===== src/hdl/emlm_pkg.sv =====
// shared constants and types of the isolated adc link manager
package emlm_pkg;

  // ----------------------------------------------------------------
  // clocking
  // ----------------------------------------------------------------
  localparam int unsigned    MCLK_HZ        = 10000000;
  localparam int unsigned    MCLK_PERIOD_NS = 1000000000 / MCLK_HZ;
  localparam int unsigned    FE_CLK_HZ      = 4096000;
  localparam int unsigned    STROBE_HZ      = FE_CLK_HZ / 4;
  localparam int unsigned    PHASE_W        = 24;
  localparam longint unsigned PHASE_INC_L   =
    ((longint'(1) << PHASE_W) * longint'(STROBE_HZ)) / longint'(MCLK_HZ);
  localparam logic [23:0]    PHASE_INC      = PHASE_INC_L[23:0];
  // frame phase in sixteenths: front-end clock high on steps 0,1 of each quarter
  localparam logic [3:0]     STROBE_RISE    = 4'h1;
  localparam logic [3:0]     STROBE_FALL    = 4'h5;
  // sync, filter and drive delay put each bit about three quarters late;
  // sampling one quarter earlier would still read the previous bit
  localparam logic [1:0]     SAMPLE_SKEW    = 2'h3;

  // ----------------------------------------------------------------
  // reset sequence
  // ----------------------------------------------------------------
  localparam int unsigned    RST_LOW_MIN_NS = 10000;
  localparam int unsigned    RST_LOW_CYC    =
    (RST_LOW_MIN_NS + MCLK_PERIOD_NS - 1) / MCLK_PERIOD_NS;
  localparam logic [7:0]     RST_LOW_CNT    = RST_LOW_CYC[7:0];
  localparam logic [3:0]     TOGGLE_LAST    = 4'h7;
  localparam logic [7:0]     TIE_FRAMES     = 8'h40;

  // ----------------------------------------------------------------
  // registers
  // ----------------------------------------------------------------
  localparam logic [7:0]     ACCUMULATION_MODE_REGISTER_ADDR   = 8'h00;
  localparam logic [7:0]     SELECT_ADDR    = 8'h04;
  localparam logic [7:0]     STATUS_ADDR    = 8'h08;
  localparam logic [7:0]     COMMAND_ADDR   = 8'h0C;
  localparam int unsigned    WIRING_CONFIG_SELECT_LSB     = 4;
  localparam int unsigned    WIRING_CONFIG_SELECT_MSB     = 5;
  localparam logic [3:0]     SELECT_RST     = 4'hF;
  localparam int unsigned    STAT_RUN       = 0;
  localparam int unsigned    STAT_FE_RST    = 1;
  localparam int unsigned    STAT_TIED_LSB  = 4;
  localparam int unsigned    STAT_TIED_MSB  = 7;
  localparam int unsigned    CMD_RESTART    = 0;

  // ----------------------------------------------------------------
  // phases, bit slots, modes, states
  // ----------------------------------------------------------------
  localparam int unsigned    NUM_PH         = 4;
  localparam int unsigned    PH_B           = 1;
  localparam int unsigned    PH_N           = 3;
  localparam int unsigned    SLOT_V1        = 0;
  localparam int unsigned    SLOT_V2        = 1;
  localparam int unsigned    SLOT_TOFS      = 2;
  localparam int unsigned    SLOT_I         = 3;

  typedef enum logic [1:0] {
    WIRE_WYE    = 2'h0,
    WIRE_DELTA3 = 2'h1,
    WIRE_DELTA4 = 2'h2,
    WIRE_SPARE  = 2'h3
  } emlm_wiring_type;

  typedef enum logic [2:0] {
    ST_RUN     = 3'h0,
    ST_PIN_LOW = 3'h1,
    ST_ALIGN   = 3'h2,
    ST_TOGGLE  = 3'h3
  } emlm_state_type;

endpackage


===== src/hdl/emlm_slot_if.sv =====
// bit-slot timing shared from the link timer to the frame splitters
`timescale 1ns/1ns
interface emlm_slot_if;
  logic       sample;
  logic [1:0] slot;
  logic       run;
  modport src (output sample, output slot, output run);
  modport snk (input sample, input slot, input run);
endinterface


===== src/hdl/emlm_pin_sync.sv =====
// three-stage pin synchroniser with agreement filter
`timescale 1ns/1ns
module emlm_pin_sync #(
  parameter logic RESET_VAL = 1'b1
) (
  // clock and reset
  input  wire logic mclk_i,
  input  wire logic sys_rst_i,
  // pin and filtered level
  input  wire logic pin_i,
  output logic      level_o
);

  logic s1_q, s2_q, s3_q, lvl_q;
  logic s1_d, s2_d, s3_d, lvl_d;

  // s1 feeds only s2; the level moves once s2 and s3 agree
  always_comb begin
    s1_d  = pin_i;
    s2_d  = s1_q;
    s3_d  = s2_q;
    lvl_d = (s2_q == s3_q) ? s3_q : lvl_q;
  end

  always_ff @(posedge mclk_i) begin
    if (sys_rst_i) begin
      s1_q  <= RESET_VAL;
      s2_q  <= RESET_VAL;
      s3_q  <= RESET_VAL;
      lvl_q <= RESET_VAL;
    end else begin
      s1_q  <= s1_d;
      s2_q  <= s2_d;
      s3_q  <= s3_d;
      lvl_q <= lvl_d;
    end
  end

  assign level_o = lvl_q;

endmodule


===== src/hdl/emlm_frame_split.sv =====
// splits one phase's four-bit frames into channel bits, zeroing tied inputs
`timescale 1ns/1ns
module emlm_frame_split (
  // clock and reset
  input  wire logic      mclk_i,
  input  wire logic      sys_rst_i,
  // slot timing
  emlm_slot_if.snk       slot_if,
  // phase data
  input  wire logic      data_i,
  input  wire logic      force_zero_i,
  // channel bits: v1, v2, temperature offset, current
  output logic [3:0]     bits_o,
  output logic           valid_o,
  output logic           tied_o
);

  logic [3:0] frame_q, frame_d;
  logic [3:0] bits_q, bits_d;
  logic       valid_q, valid_d;
  logic [7:0] tie_cnt_q, tie_cnt_d;
  logic       tied;
  logic [3:0] whole;

  assign tied = (tie_cnt_q == emlm_pkg::TIE_FRAMES);

  always_comb begin
    frame_d   = frame_q;
    bits_d    = bits_q;
    valid_d   = 1'b0;
    tie_cnt_d = tie_cnt_q;
    whole     = frame_q;
    if (slot_if.sample) begin
      frame_d[slot_if.slot] = data_i;
      whole[slot_if.slot]   = data_i;
      if (slot_if.slot == 2'(emlm_pkg::SLOT_I)) begin
        if (&whole) begin
          if (!tied) begin
            tie_cnt_d = tie_cnt_q + 8'h01;
          end
        end else begin
          tie_cnt_d = 8'h00;
        end
        if (tied || force_zero_i || !slot_if.run) begin
          bits_d = 4'h0;
        end else begin
          bits_d = whole;
        end
        valid_d = slot_if.run;
      end
    end
  end

  always_ff @(posedge mclk_i) begin
    if (sys_rst_i) begin
      frame_q   <= 4'h0;
      bits_q    <= 4'h0;
      valid_q   <= 1'b0;
      tie_cnt_q <= 8'h00;
    end else begin
      frame_q   <= frame_d;
      bits_q    <= bits_d;
      valid_q   <= valid_d;
      tie_cnt_q <= tie_cnt_d;
    end
  end

  assign bits_o  = bits_q;
  assign valid_o = valid_q;
  assign tied_o  = tied;

endmodule


===== src/hdl/emlm_link_manager.sv =====
// master-side manager for up to four isolated sigma-delta front ends
//
// Operation
// - master drives 4.096 MHz front-end clock
// - reset held 10us then released starts sequence
// - selects toggle 8 times at front-end clock
// - then reset enable and selects go high
// - select low converts second voltage input
// - shared strobe runs at 1.024 MHz
// - shared strobe plus one data line per phase
// - tied-high input yields full-scale samples
// - tied-high samples and derived quantities become zero
// - 3-wire delta: B and neutral tied high
// - 4-wire delta: neutral tied high
// - mode bits 5:4 select wiring configuration
// - strobe is 1/4 rate, 25% duty
// - strobe rises quarter cycle before clock fall
//
// Strobed register access and the address map were decided locally.
`timescale 1ns/1ns
module emlm_link_manager (
  // clock and reset
  input  wire logic        mclk_i,
  input  wire logic        sys_rst_i,
  // register port
  input  wire logic [7:0]  reg_addr_i,
  input  wire logic [31:0] reg_wdata_i,
  input  wire logic        reg_wr_i,
  input  wire logic        reg_rd_i,
  output logic [31:0]      reg_rdata_o,
  // master reset pin
  input  wire logic        master_reset_n_i,
  // front-end control pins
  output logic             front_end_clock_output_o,
  output logic             strobe_o,
  output logic             slave_reset_enable_n_o,
  output logic             phase_a_channel_select_o,
  output logic             phase_b_channel_select_o,
  output logic             phase_c_channel_select_o,
  output logic             neutral_channel_select_o,
  // per-phase data pins
  input  wire logic        data_a_i,
  input  wire logic        data_b_i,
  input  wire logic        data_c_i,
  input  wire logic        data_n_i,
  // channel bit streams, index is phase a, b, c, neutral
  output logic [3:0]       first_voltage_bit_o,
  output logic [3:0]       second_voltage_bit_o,
  output logic [3:0]       temp_offset_bit_o,
  output logic [3:0]       current_bit_o,
  output logic             bits_valid_o
);

  // ----------------------------------------------------------------
  // declarations
  // ----------------------------------------------------------------
  emlm_slot_if slot_if ();

  logic [23:0]              acc_q, acc_d;
  logic [1:0]               slot_prev_q, slot_prev_d;
  logic                     fe_clk_q, fe_clk_d;
  logic                     strobe_q, strobe_d;
  logic [3:0]               step;
  logic                     fe_clk_now;
  logic                     fe_fall;

  emlm_pkg::emlm_state_type state_q, state_d;
  logic [7:0]               low_cnt_q, low_cnt_d;
  logic [3:0]               tog_cnt_q, tog_cnt_d;
  logic                     rst_en_n_q, rst_en_n_d;
  logic [3:0]               sel_q, sel_d;
  logic                     rst_pin;

  logic [1:0]               wiring_config_select_q, wiring_config_select_d;
  logic [3:0]               sel_ctl_q, sel_ctl_d;
  logic [31:0]              rdata_q, rdata_d;
  logic                     restart;

  logic [3:0]               data_pin;
  logic [3:0]               data_lvl;
  logic [3:0]               force_zero;
  logic [3:0]               tied;
  logic [3:0]               ph_valid;
  logic [3:0]               ph_bits [emlm_pkg::NUM_PH];

  assign data_pin = {data_n_i, data_c_i, data_b_i, data_a_i};

  // ----------------------------------------------------------------
  // link timing
  // ----------------------------------------------------------------
  // the 10 MHz clock cannot divide 4.096 MHz evenly, so a phase
  // accumulator tracks the frame; edges jitter by one mclk period
  assign step       = acc_q[23:20];
  assign fe_clk_now = ~acc_q[21];
  assign fe_fall    = fe_clk_q & ~fe_clk_now;

  always_comb begin
    acc_d       = acc_q + emlm_pkg::PHASE_INC;
    slot_prev_d = acc_q[23:22];
    fe_clk_d    = fe_clk_now;
    strobe_d    = (step >= emlm_pkg::STROBE_RISE) && (step < emlm_pkg::STROBE_FALL);
  end

  always_ff @(posedge mclk_i) begin
    if (sys_rst_i) begin
      acc_q       <= 24'h000000;
      slot_prev_q <= 2'h0;
      fe_clk_q    <= 1'b1;
      strobe_q    <= 1'b0;
    end else begin
      acc_q       <= acc_d;
      slot_prev_q <= slot_prev_d;
      fe_clk_q    <= fe_clk_d;
      strobe_q    <= strobe_d;
    end
  end

  assign slot_if.sample = (acc_q[23:22] != slot_prev_q);
  assign slot_if.slot   = acc_q[23:22] - emlm_pkg::SAMPLE_SKEW;
  assign slot_if.run    = (state_q == emlm_pkg::ST_RUN);

  // ----------------------------------------------------------------
  // front-end reset sequence
  // ----------------------------------------------------------------
  emlm_pin_sync #(
    .RESET_VAL (1'b1)
  ) u_rst_sync (
    .mclk_i    (mclk_i),
    .sys_rst_i (sys_rst_i),
    .pin_i     (master_reset_n_i),
    .level_o   (rst_pin)
  );

  always_comb begin
    state_d    = state_q;
    low_cnt_d  = low_cnt_q;
    tog_cnt_d  = tog_cnt_q;
    rst_en_n_d = rst_en_n_q;
    sel_d      = sel_q;
    unique case (state_q)
      emlm_pkg::ST_RUN: begin
        rst_en_n_d = 1'b1;
        sel_d      = sel_ctl_q;
        if (!rst_pin) begin
          state_d   = emlm_pkg::ST_PIN_LOW;
          low_cnt_d = 8'h00;
        end else if (restart) begin
          state_d = emlm_pkg::ST_ALIGN;
        end
      end
      emlm_pkg::ST_PIN_LOW: begin
        if (low_cnt_q != emlm_pkg::RST_LOW_CNT) begin
          low_cnt_d = low_cnt_q + 8'h01;
        end
        // long enough low pulse starts sequence
        if (rst_pin) begin
          state_d = (low_cnt_q == emlm_pkg::RST_LOW_CNT) ? emlm_pkg::ST_ALIGN
                                                         : emlm_pkg::ST_RUN;
        end
      end
      emlm_pkg::ST_ALIGN: begin
        rst_en_n_d = 1'b0;
        sel_d      = 4'h0;
        tog_cnt_d  = 4'h0;
        if (fe_fall) begin
          state_d = emlm_pkg::ST_TOGGLE;
        end
      end
      emlm_pkg::ST_TOGGLE: begin
        rst_en_n_d = 1'b0;
        sel_d      = {4{fe_clk_now}};
        if (fe_fall) begin
          tog_cnt_d = tog_cnt_q + 4'h1;
          if (tog_cnt_q == emlm_pkg::TOGGLE_LAST) begin
            state_d    = emlm_pkg::ST_RUN;
            rst_en_n_d = 1'b1;
            sel_d      = 4'hF;
          end
        end
      end
      default: begin
        state_d = emlm_pkg::ST_RUN;
      end
    endcase
  end

  always_ff @(posedge mclk_i) begin
    if (sys_rst_i) begin
      state_q    <= emlm_pkg::ST_RUN;
      low_cnt_q  <= 8'h00;
      tog_cnt_q  <= 4'h0;
      rst_en_n_q <= 1'b1;
      sel_q      <= emlm_pkg::SELECT_RST;
    end else begin
      state_q    <= state_d;
      low_cnt_q  <= low_cnt_d;
      tog_cnt_q  <= tog_cnt_d;
      rst_en_n_q <= rst_en_n_d;
      sel_q      <= sel_d;
    end
  end

  // ----------------------------------------------------------------
  // registers
  // ----------------------------------------------------------------
  assign restart = reg_wr_i && (reg_addr_i == emlm_pkg::COMMAND_ADDR)
                   && reg_wdata_i[emlm_pkg::CMD_RESTART];

  always_comb begin
    wiring_config_select_d  = wiring_config_select_q;
    sel_ctl_d = sel_ctl_q;
    rdata_d   = 32'h00000000;
    if (reg_wr_i) begin
      unique case (reg_addr_i)
        emlm_pkg::ACCUMULATION_MODE_REGISTER_ADDR: wiring_config_select_d =
          reg_wdata_i[emlm_pkg::WIRING_CONFIG_SELECT_MSB:emlm_pkg::WIRING_CONFIG_SELECT_LSB];
        emlm_pkg::SELECT_ADDR:  sel_ctl_d = reg_wdata_i[3:0];
        default: begin
        end
      endcase
    end
    if (reg_rd_i) begin
      unique case (reg_addr_i)
        emlm_pkg::ACCUMULATION_MODE_REGISTER_ADDR:
          rdata_d[emlm_pkg::WIRING_CONFIG_SELECT_MSB:emlm_pkg::WIRING_CONFIG_SELECT_LSB] = wiring_config_select_q;
        emlm_pkg::SELECT_ADDR:
          rdata_d[3:0] = sel_ctl_q;
        emlm_pkg::STATUS_ADDR: begin
          rdata_d[emlm_pkg::STAT_RUN]    = slot_if.run;
          rdata_d[emlm_pkg::STAT_FE_RST] = ~rst_en_n_q;
          rdata_d[emlm_pkg::STAT_TIED_MSB:emlm_pkg::STAT_TIED_LSB] = tied;
        end
        default: begin
        end
      endcase
    end
  end

  always_ff @(posedge mclk_i) begin
    if (sys_rst_i) begin
      wiring_config_select_q  <= emlm_pkg::WIRE_WYE;
      sel_ctl_q <= emlm_pkg::SELECT_RST;
      rdata_q   <= 32'h00000000;
    end else begin
      wiring_config_select_q  <= wiring_config_select_d;
      sel_ctl_q <= sel_ctl_d;
      rdata_q   <= rdata_d;
    end
  end

  // 3-wire delta drops b and neutral
  always_comb begin
    force_zero = 4'h0;
    unique case (emlm_pkg::emlm_wiring_type'(wiring_config_select_q))
      emlm_pkg::WIRE_DELTA3: begin
        force_zero[emlm_pkg::PH_B] = 1'b1;
        force_zero[emlm_pkg::PH_N] = 1'b1;
      end
      emlm_pkg::WIRE_DELTA4: force_zero[emlm_pkg::PH_N] = 1'b1;
      emlm_pkg::WIRE_WYE,
      emlm_pkg::WIRE_SPARE: force_zero = 4'h0;
    endcase
  end

  // ----------------------------------------------------------------
  // per-phase data paths
  // ----------------------------------------------------------------
  // one data line per phase
  for (genvar p = 0; p < emlm_pkg::NUM_PH; p++) begin : g_phase
    emlm_pin_sync #(
      .RESET_VAL (1'b1)
    ) u_sync (
      .mclk_i    (mclk_i),
      .sys_rst_i (sys_rst_i),
      .pin_i     (data_pin[p]),
      .level_o   (data_lvl[p])
    );
    emlm_frame_split u_split (
      .mclk_i       (mclk_i),
      .sys_rst_i    (sys_rst_i),
      .slot_if      (slot_if.snk),
      .data_i       (data_lvl[p]),
      .force_zero_i (force_zero[p]),
      .bits_o       (ph_bits[p]),
      .valid_o      (ph_valid[p]),
      .tied_o       (tied[p])
    );
    assign first_voltage_bit_o[p]  = ph_bits[p][emlm_pkg::SLOT_V1];
    assign second_voltage_bit_o[p] = ph_bits[p][emlm_pkg::SLOT_V2];
    assign temp_offset_bit_o[p]    = ph_bits[p][emlm_pkg::SLOT_TOFS];
    assign current_bit_o[p]        = ph_bits[p][emlm_pkg::SLOT_I];
  end

  // ----------------------------------------------------------------
  // outputs
  // ----------------------------------------------------------------
  assign bits_valid_o             = ph_valid[0];
  assign reg_rdata_o              = rdata_q;
  assign front_end_clock_output_o = fe_clk_q;
  assign strobe_o                 = strobe_q;
  assign slave_reset_enable_n_o   = rst_en_n_q;
  assign phase_a_channel_select_o = sel_q[0];
  assign phase_b_channel_select_o = sel_q[1];
  assign phase_c_channel_select_o = sel_q[2];
  assign neutral_channel_select_o = sel_q[3];

endmodule


===== config.mk =====
export PLATFORM = sky130hd
export DESIGN_NAME = emlm_link_manager
export DESIGN_NICKNAME = d
export VERILOG_FILES = /design/src/hdl/emlm_pkg.sv /design/src/hdl/emlm_slot_if.sv /design/src/hdl/emlm_pin_sync.sv /design/src/hdl/emlm_frame_split.sv /design/src/hdl/emlm_link_manager.sv
export SDC_FILE = /design/constraint.sdc
export NUM_CORES = 1
export LEC_CHECK = 0
export BUFFER_PORTS_ARGS = -buffer_cell sky130_fd_sc_hd__buf_2
export CORE_MARGIN = 1.5
export CORE_UTILIZATION = 61
export DETAILED_ROUTE_END_ITERATION = 8
export PLACE_DENSITY = 0.82
export SYNTH_ARGS = -nofsm -noshare
export SYNTH_HDL_FRONTEND = slang
export SYNTH_SLANG_ARGS = --single-unit
export TNS_END_PERCENT = 50

===== constraint.sdc =====
create_clock -name mclk_i -period 5.9 [get_ports mclk_i]
set_input_delay 0.295 -clock mclk_i [delete_from_list [all_inputs] [get_ports mclk_i]]
set_output_delay 0.295 -clock mclk_i [all_outputs]
set_load 0.01 [all_outputs]

==> results of run 1 <==
==> layer usage <==
metal / GRT usage / vias to the layer above / part of all wire
met4: 0.0811 / 0 / 0.011
met3: 0.0570 / 16 / 0.037
met5: 0 / - / 0
met2: 0.444 / 120 / 0.52
li1: - / 2626 / -
met1: 0.304 / 2498 / 0.43
==> report_power, final <==
group | switching, mW | total [mW] | internal, mW
Combinational | 0.226 | 0.416 | 0.190
Clock | 0.398 | 1.07 | 0.674
Sequential | 0.0947 | 1.14 | 1.04
==> sequential cells by signal, indices dropped and copies added (netlist names), 4 cells and up <==
signal and count:
acc_q 23, g_phase.u_sync.s3_q 4, g_phase.u_split.bits_o 16, g_phase.u_sync.level_o 4, tog_cnt_q 4, g_phase.u_sync.s2_q 4
sel_ctl_q 4, g_phase.u_split.tie_cnt_q 32, sel_q 4, low_cnt_q 8, g_phase.u_split.frame_q 14, reg_rdata_o 8
g_phase.u_sync.s1_q 4
==> cell families after synthesis <==
kind of cell               Yosys count  synth area share
buffers and inverters               81            0.0645
muxes                               31            0.0483
AOI/OAI and AO/OA                  128             0.132
and+or+nand+nor                    308             0.238
DFF                                143             0.439
other                                1          0.000575
xor gates and xnor gates            39            0.0524
adders and majority gates           13            0.0249
==> area by class of cell <==
type,count,area share
Sequential cell,143,0.388
Tap cell,136,0.0231
Timing Repair Buffer,60,0.0444
Inverter,27,0.0137
Clock buffer,21,0.0622
Multi-Input combinational cell,543,0.450
Clock inverter,10,0.0185
==> critical path, stage by stage (launching register included) <==
cell and delay [ns]:
sky130_fd_sc_hd__dfxtp_1 0.74, sky130_fd_sc_hd__and2b_1 0.32, sky130_fd_sc_hd__nand2_1 0.61, sky130_fd_sc_hd__o21bai_1 0.83
sky130_fd_sc_hd__nor2_1 0.11
==> per-stage QoR <==
step | power [mW] | setup WS (ns) | instances
3_5_place_dp | 1.56 | 3.22 | 904
4_1_cts | 2.63 | 3.17 | 940
2_1_floorplan | 1.48 | 4.00 | 767
5_1_grt | 2.74 | 2.96 | 940
3_3_place_gp | 1.54 | 3.36 | 904
6_report | 2.63 | 3.14 | 940
==> placed cells by master, fill, tap and decap left out, drive strengths merged, types with 3 or more instances in the layout <==
cell         synthesis  routed
nand4               15      15
clkinv               0       7
nand2               49      49
dfxtp              143     143
nor2               110     110
nor4                 7       7
and2                 7       7
and3b                5       5
nor3                15      15
inv                 27      27
clkbuf              16      21
xnor2               21      21
ha                  13      13
a22o                 3       3
a21boi               3       3
nor3b                3       3
a21o                 4       4
a2bb2oi              8       8
mux2i               27      27
nand2b               7       7
nor2b               12      12
o21ai               25      25
nor4bb               3       3
a211oi               4       4
conb                 1      24
a22oi                5       5
a211o                5       5
dlygate4sd3          0       5
o311ai               3       3
and3                 9       9
bufinv               0       3
or2                 19      19
a21oi               42      42
xor2                18      18
o21bai               9       9
nand3               26      26
buf                 38      55
mux2                 4       4
or3                 10      10
==> how the worst min path moves through the flow <==
stage | endpoint | slack, ns | cells past startpoint
2_1_floorplan | slot_prev_q[0] | 0.37 | 1
3_3_place_gp | g_phase[3].u_sync.s2_q | 0.39 | 1
3_5_place_dp | g_phase[3].u_sync.s2_q | 0.40 | 1
4_1_cts | wiring_config_select_q[0] | 0.02 | 3
5_1_grt | wiring_config_select_q[1] | 0.03 | 3
6_report | wiring_config_select_q[1] | 0.04 | 3
==> flow_metrics.tcl, run 1 <==
set metrics [dict create \
    synth_flop_cell "sky130_fd_sc_hd__dfxtp_1" \
    gp_congestion 0.840 \
    vias_post_dr 5260 \
    drv.max_cap_violation_count 0 \
    cts_post_setup_buffers_inserted 0 \
    syn_to_final_growth_pct 13.2 \
    synth_commonest_cells "sky130_fd_sc_hd__dfxtp_1, sky130_fd_sc_hd__nor2_1, sky130_fd_sc_hd__nand2_1" \
    hold_violations 0 \
    synth_cells 744 \
    setup_viol_count_final 0 \
    crit_arrival_ns 3.14 \
    synth-edff-count 0 \
    critical_path.startpoint "acc_q[23]" \
    cts_resized 0 \
    worstRegToRegCells 4 \
    clkTransAtPathRegs_ns 0.06 \
    share_of_the_core_filled_with_cells 0.712 \
    drv_slew 0 \
    routed_wire_length_per_instance_um 14.7 \
    postSynth.asyncResetShare 0 \
    finalCriticalPeriod_ns 2.76 \
    p_leak_nw 3.02 \
    seqCellArea_um2 2860 \
    placed_cell_area_um2 6740 \
    floorplan.die.width_um 106 \
    multiInputGateArea_um2 3320 \
    min_from "reg_wdata_i[5]" \
    worst_r2r_endpoint "g_phase[1].u_split.tie_cnt_q[6]" \
    startpoint_type "register" \
    layout.nets 854 \
    portBuffers 54 \
    coreArea_um2 10400 \
    ff2ff_setup_slack_ns 3.14 \
    post-synth-top-area-cell "sky130_fd_sc_hd__dfxtp_1" \
    worstSetupEndpoint "g_phase[1].u_split.tie_cnt_q[6]" \
    fin_tns_setup_ns 0 \
    dp.final_hpwl_mm 9.21 \
    dieHeight_um 106 \
    cts-buffers-inserted 17 \
    grt.total_usage 0.252 \
    dieArea_um2 11300 \
    timing_worst_slew_pin_value_ns 0.999 \
    fraction_of_the_yosys_area_taken_by_sequential_cells 0.439 \
    route.antenna.remaining_nets 0 \
    synth_cell_type_count 62 \
    initial_antenna_violation_count 0 \
    drc 0 \
    worst_r2r_startpoint "acc_q[23]" \
    ys.warnings.count 0 \
    critical_path_peak_fanout 28 \
    yosysMostFrequentCell "sky130_fd_sc_hd__dfxtp_1" \
    row_count 37 \
    syn_avg_cell_area_um2 8.77 \
    cts-root-buf "sky130_fd_sc_hd__clkbuf_8" \
    grt_start_max_net_pins 63 \
    routed_wl_mm 13.8 \
    grt_setup_unrepaired "false" \
    detailedRoute.firstIterationViolations 421 \
    timing.setup.critical_path_class "reg -> reg" \
    final.hold.worst_slack_ns 0.0359 \
    clk_latency_ns 0.53 \
    irDropWorstVdd_uv 318 \
    n_diodes 0 \
    pwr_density_cell_nw_per_um2 356 \
    timing.hold.worst.class "in -> reg" \
    result_of_the_run "finished, final reports clean" \
    gr-total-overflow 0 \
    synth_top_cell_area_share 0.439 \
    max_freq_ghz 0.363 \
    grt_pass1_vias 4930 \
    final_layout_size_suffix_gt1_frac 0.143 \
    tritoncts "built" \
    relSlewSlack 0.334 \
    yosys_register_bits 143 \
    finalInstanceArea_um2 7380 \
    clock_path_buffers 2 \
    crit_path_end_kind "register" \
    mappedNetlistArea_um2 6520 \
    clock_tree.htree_level_count 4 \
    worst_clock_skew_ns 0.00714 \
    drt-pass1-iter-count 5 \
    final.fill_count 791 \
    ctsHoldBuffers 5 \
    grt_first_pass_wirelength_mm 22.9 \
    final.period_utilization 0.467 \
    vias_per_cell 5.60 \
    tritoncts_num_sinks 143 \
    initial_utilization 0.629 \
    ys_top_cells_by_area "sky130_fd_sc_hd__dfxtp_1, sky130_fd_sc_hd__nor2_1, sky130_fd_sc_hd__mux2i_1, sky130_fd_sc_hd__a21oi_1, sky130_fd_sc_hd__buf_4" \
    io-pin-count 105 \
    critical_path_required_ns 6.28 \
]
(Power assumes the default switching activity.)
==> run 2: changes to the inputs <==
CORE_UTILIZATION = 56   (was 61)
PLACE_DENSITY = 0.76   (was 0.82)
clock period = 2.6 ns   (was 5.9 ns; I/O delays follow)
==> run 2 against run 1 <==
Effect of this change: global-route usage is 2.0 points lower; combinational power rose by 140%; non-clock buffer count up 8; register-to-register slack worse by 2.7 ns; utilization fell by 5.4 points; worst setup slack lost 2.7 ns; sequential share of layout area down 0.49 points; clock-buffer cell count down 3; sequential power rose by 120%; fmax increased by 30%; final cell count rose by 1.7%.
==> flow_metrics.tcl, run 2 (synthesis results as in run 1) <==
set metrics [dict create \
    cp_slowest_cell "sky130_fd_sc_hd__o41ai_4" \
    fin_tns_setup_ns 0 \
    clock_tree.htree_level_count 4 \
    cpPeakStageDelay_ns 0.44 \
    layout.nets 862 \
    startpoint_type "register" \
    drv.max_cap_violation_count 0 \
    crit_path_end_kind "register" \
    timing.setup.critical_path_class "reg -> reg" \
    grt_start_max_net_pins 73 \
    drv_slew 0 \
    final_layout_size_suffix_gt1_frac 0.151 \
    grt_first_pass_wirelength_mm 23.2 \
    p_leak_nw 3.06 \
    hold_violations 0 \
    clkTransAtPathRegs_ns 0.06 \
    routed_wire_length_per_instance_um 14.5 \
    result_of_the_run "finished, final reports clean" \
    commonest_non_fill_non_tap_cells_in_the_layout "sky130_fd_sc_hd__dfxtp_1, sky130_fd_sc_hd__nor2_1, sky130_fd_sc_hd__buf_2" \
    grt_setup_unrepaired "false" \
    timing_worst_slew_pin_value_ns 0.756 \
    n_diodes 0 \
    portBuffers 54 \
    final.fill_count 930 \
    irDropWorstVdd_uv 739 \
    clk_latency_ns 0.42 \
    final.period_utilization 0.813 \
    clock_path_buffers 2 \
    critical_path_required_ns 2.91 \
    crit_arrival_ns 2.42 \
    cts_resized 0 \
    cts-root-buf "sky130_fd_sc_hd__clkbuf_16" \
    setup_viol_count_final 0 \
    placed_cell_area_um2 6800 \
    detailedRoute.firstIterationViolations 347 \
    dieArea_um2 12300 \
    coreArea_um2 11400 \
    timing.hold.worst.class "in -> reg" \
    initial_utilization 0.574 \
    syn_to_final_growth_pct 14.7 \
    pwr_density_cell_nw_per_um2 804 \
    floorplan.die.width_um 111 \
    finalCriticalPeriod_ns 2.11 \
    gp_congestion 0.861 \
    cts_post_setup_buffers_inserted 0 \
    tritoncts "built" \
    initial_antenna_violation_count 0 \
    gr-total-overflow 0 \
    worst_clock_skew_ns 0.00671 \
    grt.total_usage 0.233 \
    grt_pass1_vias 4877 \
    dieHeight_um 111 \
    critical_path_peak_fanout 7 \
    io-pin-count 105 \
    tritoncts_num_sinks 143 \
    cts-buffers-inserted 17 \
    dp.final_hpwl_mm 9.32 \
    finalInstanceArea_um2 7480 \
    ordered_cell_list_for_the_critical_path "ha_1 -> and3_1 -> o41ai_4 -> a211oi_1 -> o21ai_0 -> mux2_2" \
    relSlewSlack 0.491 \
    drt-pass1-iter-count 7 \
    vias_per_cell 5.51 \
    routed_wl_mm 13.9 \
    drc 0 \
    max_freq_ghz 0.473 \
    row_count 39 \
    layout.cells.non_filler 956 \
    route.antenna.remaining_nets 0 \
    largest_register_ff_count 32 \
    post_place_cells 917 \
    vias_post_dr 5263 \
    most_common_cell_after_layout_fill_and_taps_aside "sky130_fd_sc_hd__dfxtp_1" \
    max_flop_register "g_phase.u_split.tie_cnt_q" \
]
run 2: what timing repair did:
| item | CTS | global route |
|---|---|---|
| endpoints found under the setup margin | 0 | 0 |
| hold buffers | 7 | 0 |
| endpoints found under the hold margin | 7 | 0 |
run 2: final timing paths:
path | startpoint | end | slack (ns) | cells past startpoint
setup / recovery | acc_q[1] | acc_q[19] | 0.49 | 6
hold / removal | reg_wdata_i[3] | sel_ctl_q[3] | 0.04 | 4
setup reg to reg | acc_q[1] | acc_q[19] | 0.49 | 6
hold reg to reg | g_phase[1].u_sync.s1_q | g_phase[1].u_sync.s2_q | 0.41 | 1
run 2: where the power goes:
part	switching, mW	total [mW]	internal [mW]
combinational	0.543	0.995	0.452
clock	0.930	2.46	1.53
sequential	0.192	2.56	2.37
total	1.67	6.01	4.35
run 2: metal layers:
layer  vias to the layer above  track usage  wire length, um  part of all wire
li1                       2634            -                -                 -
met1                      2473        0.284             6150              0.44
met2                       128        0.389             6850              0.49
met3                        28       0.0640              572             0.041
met4                         0       0.0923              306             0.022
met5                         -            0                0                 0
run 2: worst max-delay path, delay by kind of cell (launching register included):
| kind | cells | cell delay [ns] |
|---|---|---|
| adder cells (fa/ha/maj) | 1 | 0.22 |
| multiplexers | 1 | 0.35 |
| AND/OR/NAND/NOR | 1 | 0.24 |
| AO/OA/AOI/OAI | 3 | 0.85 |
| flip-flops | 1 | 0.33 |
run 2: cell type report:
class / count / area [um2] / share of cell area
Clock buffer: 18 / 439 / 0.0587
Timing Repair Buffer: 68 / 405 / 0.0542
Multi-Input combinational cell: 543 / 3320 / 0.445
Tap cell: 143 / 179 / 0.0239
Clock inverter: 14 / 165 / 0.0221
Inverter: 27 / 101 / 0.0136
Sequential cell: 143 / 2860 / 0.383
run 2: per-stage QoR:
step / utilization / power, mW / setup WS, ns / hold WS [ns]
global route: 0.658 / 6.29 / 0.367 / 0.0517
floorplan: - / 3.36 / 0.702 / 0.209
detailed placement: 0.598 / 3.57 / 0.525 / 0.314
CTS: 0.658 / 6.03 / 0.508 / 0.0170
global placement: 0.598 / 3.53 / 0.544 / 0.312
finish: 0.658 / 6.01 / 0.487 / 0.0372
==> run 3: changes to the inputs <==
CORE_UTILIZATION = 51   (was 56)
PLACE_DENSITY = 0.73   (was 0.76)
clock period = 1.9 ns   (was 2.6 ns; I/O delays follow)
==> run 3 against run 2 <==
Effect of this change: sequential share of layout area down 2.2 points; fmax up 14%; critical endpoint unchanged; utilization down 2.5 points; design area up 6.3%; sequential power up 36%.
==> flow_metrics.tcl, run 3 (synthesis results as in run 1) <==
set metrics [dict create \
    syn_to_final_growth_pct 21.8 \
    critical-path-top-delay-family "compound AO/OA/AOI/OAI gates" \
    coreArea_um2 12600 \
    drc 0 \
    timing.setup.critical_path_class "reg -> reg" \
    tritoncts_num_sinks 143 \
    clkTransAtPathRegs_ns 0.06 \
    timing.hold.worst.class "in -> reg" \
    worstRegToRegCells 7 \
    grt_first_pass_wirelength_mm 23.6 \
    critical_path.startpoint "acc_q[2]" \
    cp_slowest_cell "sky130_fd_sc_hd__dfxtp_2" \
    route.antenna.remaining_nets 0 \
    portBuffers 54 \
    gp_congestion 0.881 \
    row_count 41 \
    vias_post_dr 5483 \
    cp.buffers_inverters 1 \
    drt-pass1-iter-count 7 \
    commonest_non_fill_non_tap_cells_in_the_layout "sky130_fd_sc_hd__dfxtp_1, sky130_fd_sc_hd__nor2_1, sky130_fd_sc_hd__buf_2" \
    initial_utilization 0.519 \
    cpPeakStageDelay_ns 0.34 \
    most_common_cell_after_layout_fill_and_taps_aside "sky130_fd_sc_hd__dfxtp_1" \
    multiInputGateArea_um2 3430 \
    clock_tree.htree_level_count 4 \
    crit_path_end_kind "register" \
    tritoncts "built" \
    setup_viol_count_final 0 \
    critical_path_required_ns 2.21 \
    worstSetupPathDepth 7 \
    min_from "reg_addr_i[2]" \
    timing_worst_slew_pin_value_ns 0.555 \
    detailedRoute.firstIterationViolations 396 \
    worst_r2r_startpoint "acc_q[2]" \
    critical_path_peak_fanout 4 \
    largest_register_ff_count 32 \
    dp.final_hpwl_mm 10.2 \
    clk_latency_ns 0.42 \
    share_of_the_core_filled_with_cells 0.632 \
    result_of_the_run "finished, final reports clean" \
    pwr_density_cell_nw_per_um2 1050 \
    max_freq_ghz 0.538 \
    cellInternalPower_mw 5.90 \
    irDropWorstVdd_uv 1030 \
    dieHeight_um 116 \
    hold_violations 0 \
    layout.nets 909 \
    total_switching_power_mw 2.42 \
    floorplan.die.width_um 116 \
    clock_path_buffers 2 \
    dieArea_um2 13500 \
    grt_start_max_net_pins 30 \
    gr-total-overflow 0 \
    final.fill_count 1042 \
    startpoint_type "register" \
    drv.max_cap_violation_count 0 \
    relSlewSlack 0.625 \
    power_frac_seq 0.418 \
    io-pin-count 105 \
    hold_path_depth 3 \
    power.share.switching 0.291 \
    final_layout_size_suffix_gt1_frac 0.214 \
    grt_pass1_vias 5112 \
    n_diodes 0 \
    grt_setup_unrepaired "true" \
    post-layout-total-power_mw 8.32 \
    seqCellArea_um2 2870 \
    ordered_cell_list_for_the_critical_path "ha_4 -> and3_4 -> o41ai_4 -> buf_4 -> a211oi_2 -> o21ai_1 -> mux2_4" \
    vias_per_cell 5.31 \
    worst_clock_skew_ns 0.00847 \
    cts-root-buf "sky130_fd_sc_hd__clkbuf_16" \
    crit_arrival_ns 2.17 \
    finalCriticalPeriod_ns 1.86 \
    routed_wire_length_per_instance_um 14.2 \
    p_clk_frac 0.381 \
    p_leak_nw 3.28 \
    drv_slew 0 \
    routed_wl_mm 14.6 \
    max_flop_register "g_phase.u_split.tie_cnt_q" \
    cts-buffers-inserted 17 \
    comb_power_share 0.201 \
    initial_antenna_violation_count 0 \
    final.period_utilization 0.978 \
    grt.total_usage 0.223 \
]
-- run 3: cell count changes in the layout (fill, tap and decap cells not counted), sizes merged --
cell	previous run	this run
dlygate4sd3	7	11
buf	61	104
clkinv	8	10
bufinv	3	1
-- run 3: metrics by stage --
stage | hold slack, ns | instance area (um2) | setup TNS [ns] | std cells | worst slack (ns)
finish | 0.0460 | 7950 | 0 | 1032 | 0.0414
global route | 0.0404 | 7950 | -0.351 | 1032 | -0.121
CTS | 0.0326 | 7810 | -0.0223 | 1028 | -0.0223
detailed placement | 0.280 | 7120 | -0.0356 | 985 | -0.0206
global placement | 0.277 | 7120 | 0 | 985 | 0.0755
floorplan | 0.174 | 6610 | 0 | 767 | 0.00197
-- run 3: tightest hold or removal path, delay by kind of cell --
kind,cells,cell delay (ns)
buffers and inverters,1,0.13
and+or+nand+nor,2,0.19
-- run 3: layout make-up --
class                      instances  share of cell area
sequential                       143               0.361
tap                              172              0.0271
inverter                          27              0.0128
clock inverter                    14              0.0173
timing repair buffer             115              0.0951
clock buffer                      18              0.0553
multi-input combinational        543               0.431
-- run 3: what timing repair did --
| item | CTS | global route |
|---|---|---|
| hold buffers | 11 | 0 |
| setup endpoints to repair | 4 | 22 |
| endpoints found under the hold margin | 11 | 0 |
| buffers inserted | 0 | 4 |
| resized for setup | 1 | 26 |
| pin swaps | 0 | 3 |
-- run 3: metal layers --
metal  global-route usage  share of wire
met1                0.279           0.45
met2                0.371           0.50
met3               0.0549          0.035
met4               0.0837          0.014
met5                    0              0
-- run 3: worst paths after layout --
check        slack, ns               to
max               0.04        acc_q[19]
min               0.05   reg_rdata_o[4]
max reg2reg       0.04        acc_q[19]
min reg2reg       0.41  u_rst_sync.s2_q
-- run 3: power groups by stage --
stage                     Sequential (mW)  Clock, mW  Combinational [mW]
after floorplan                      3.48          0                1.11
after global placement               3.52          0                1.51
after detailed placement             3.53          0                1.56
after CTS                            3.47       3.23                1.60
after global routing                 3.52       3.38                1.82
final                                3.48       3.17                1.67
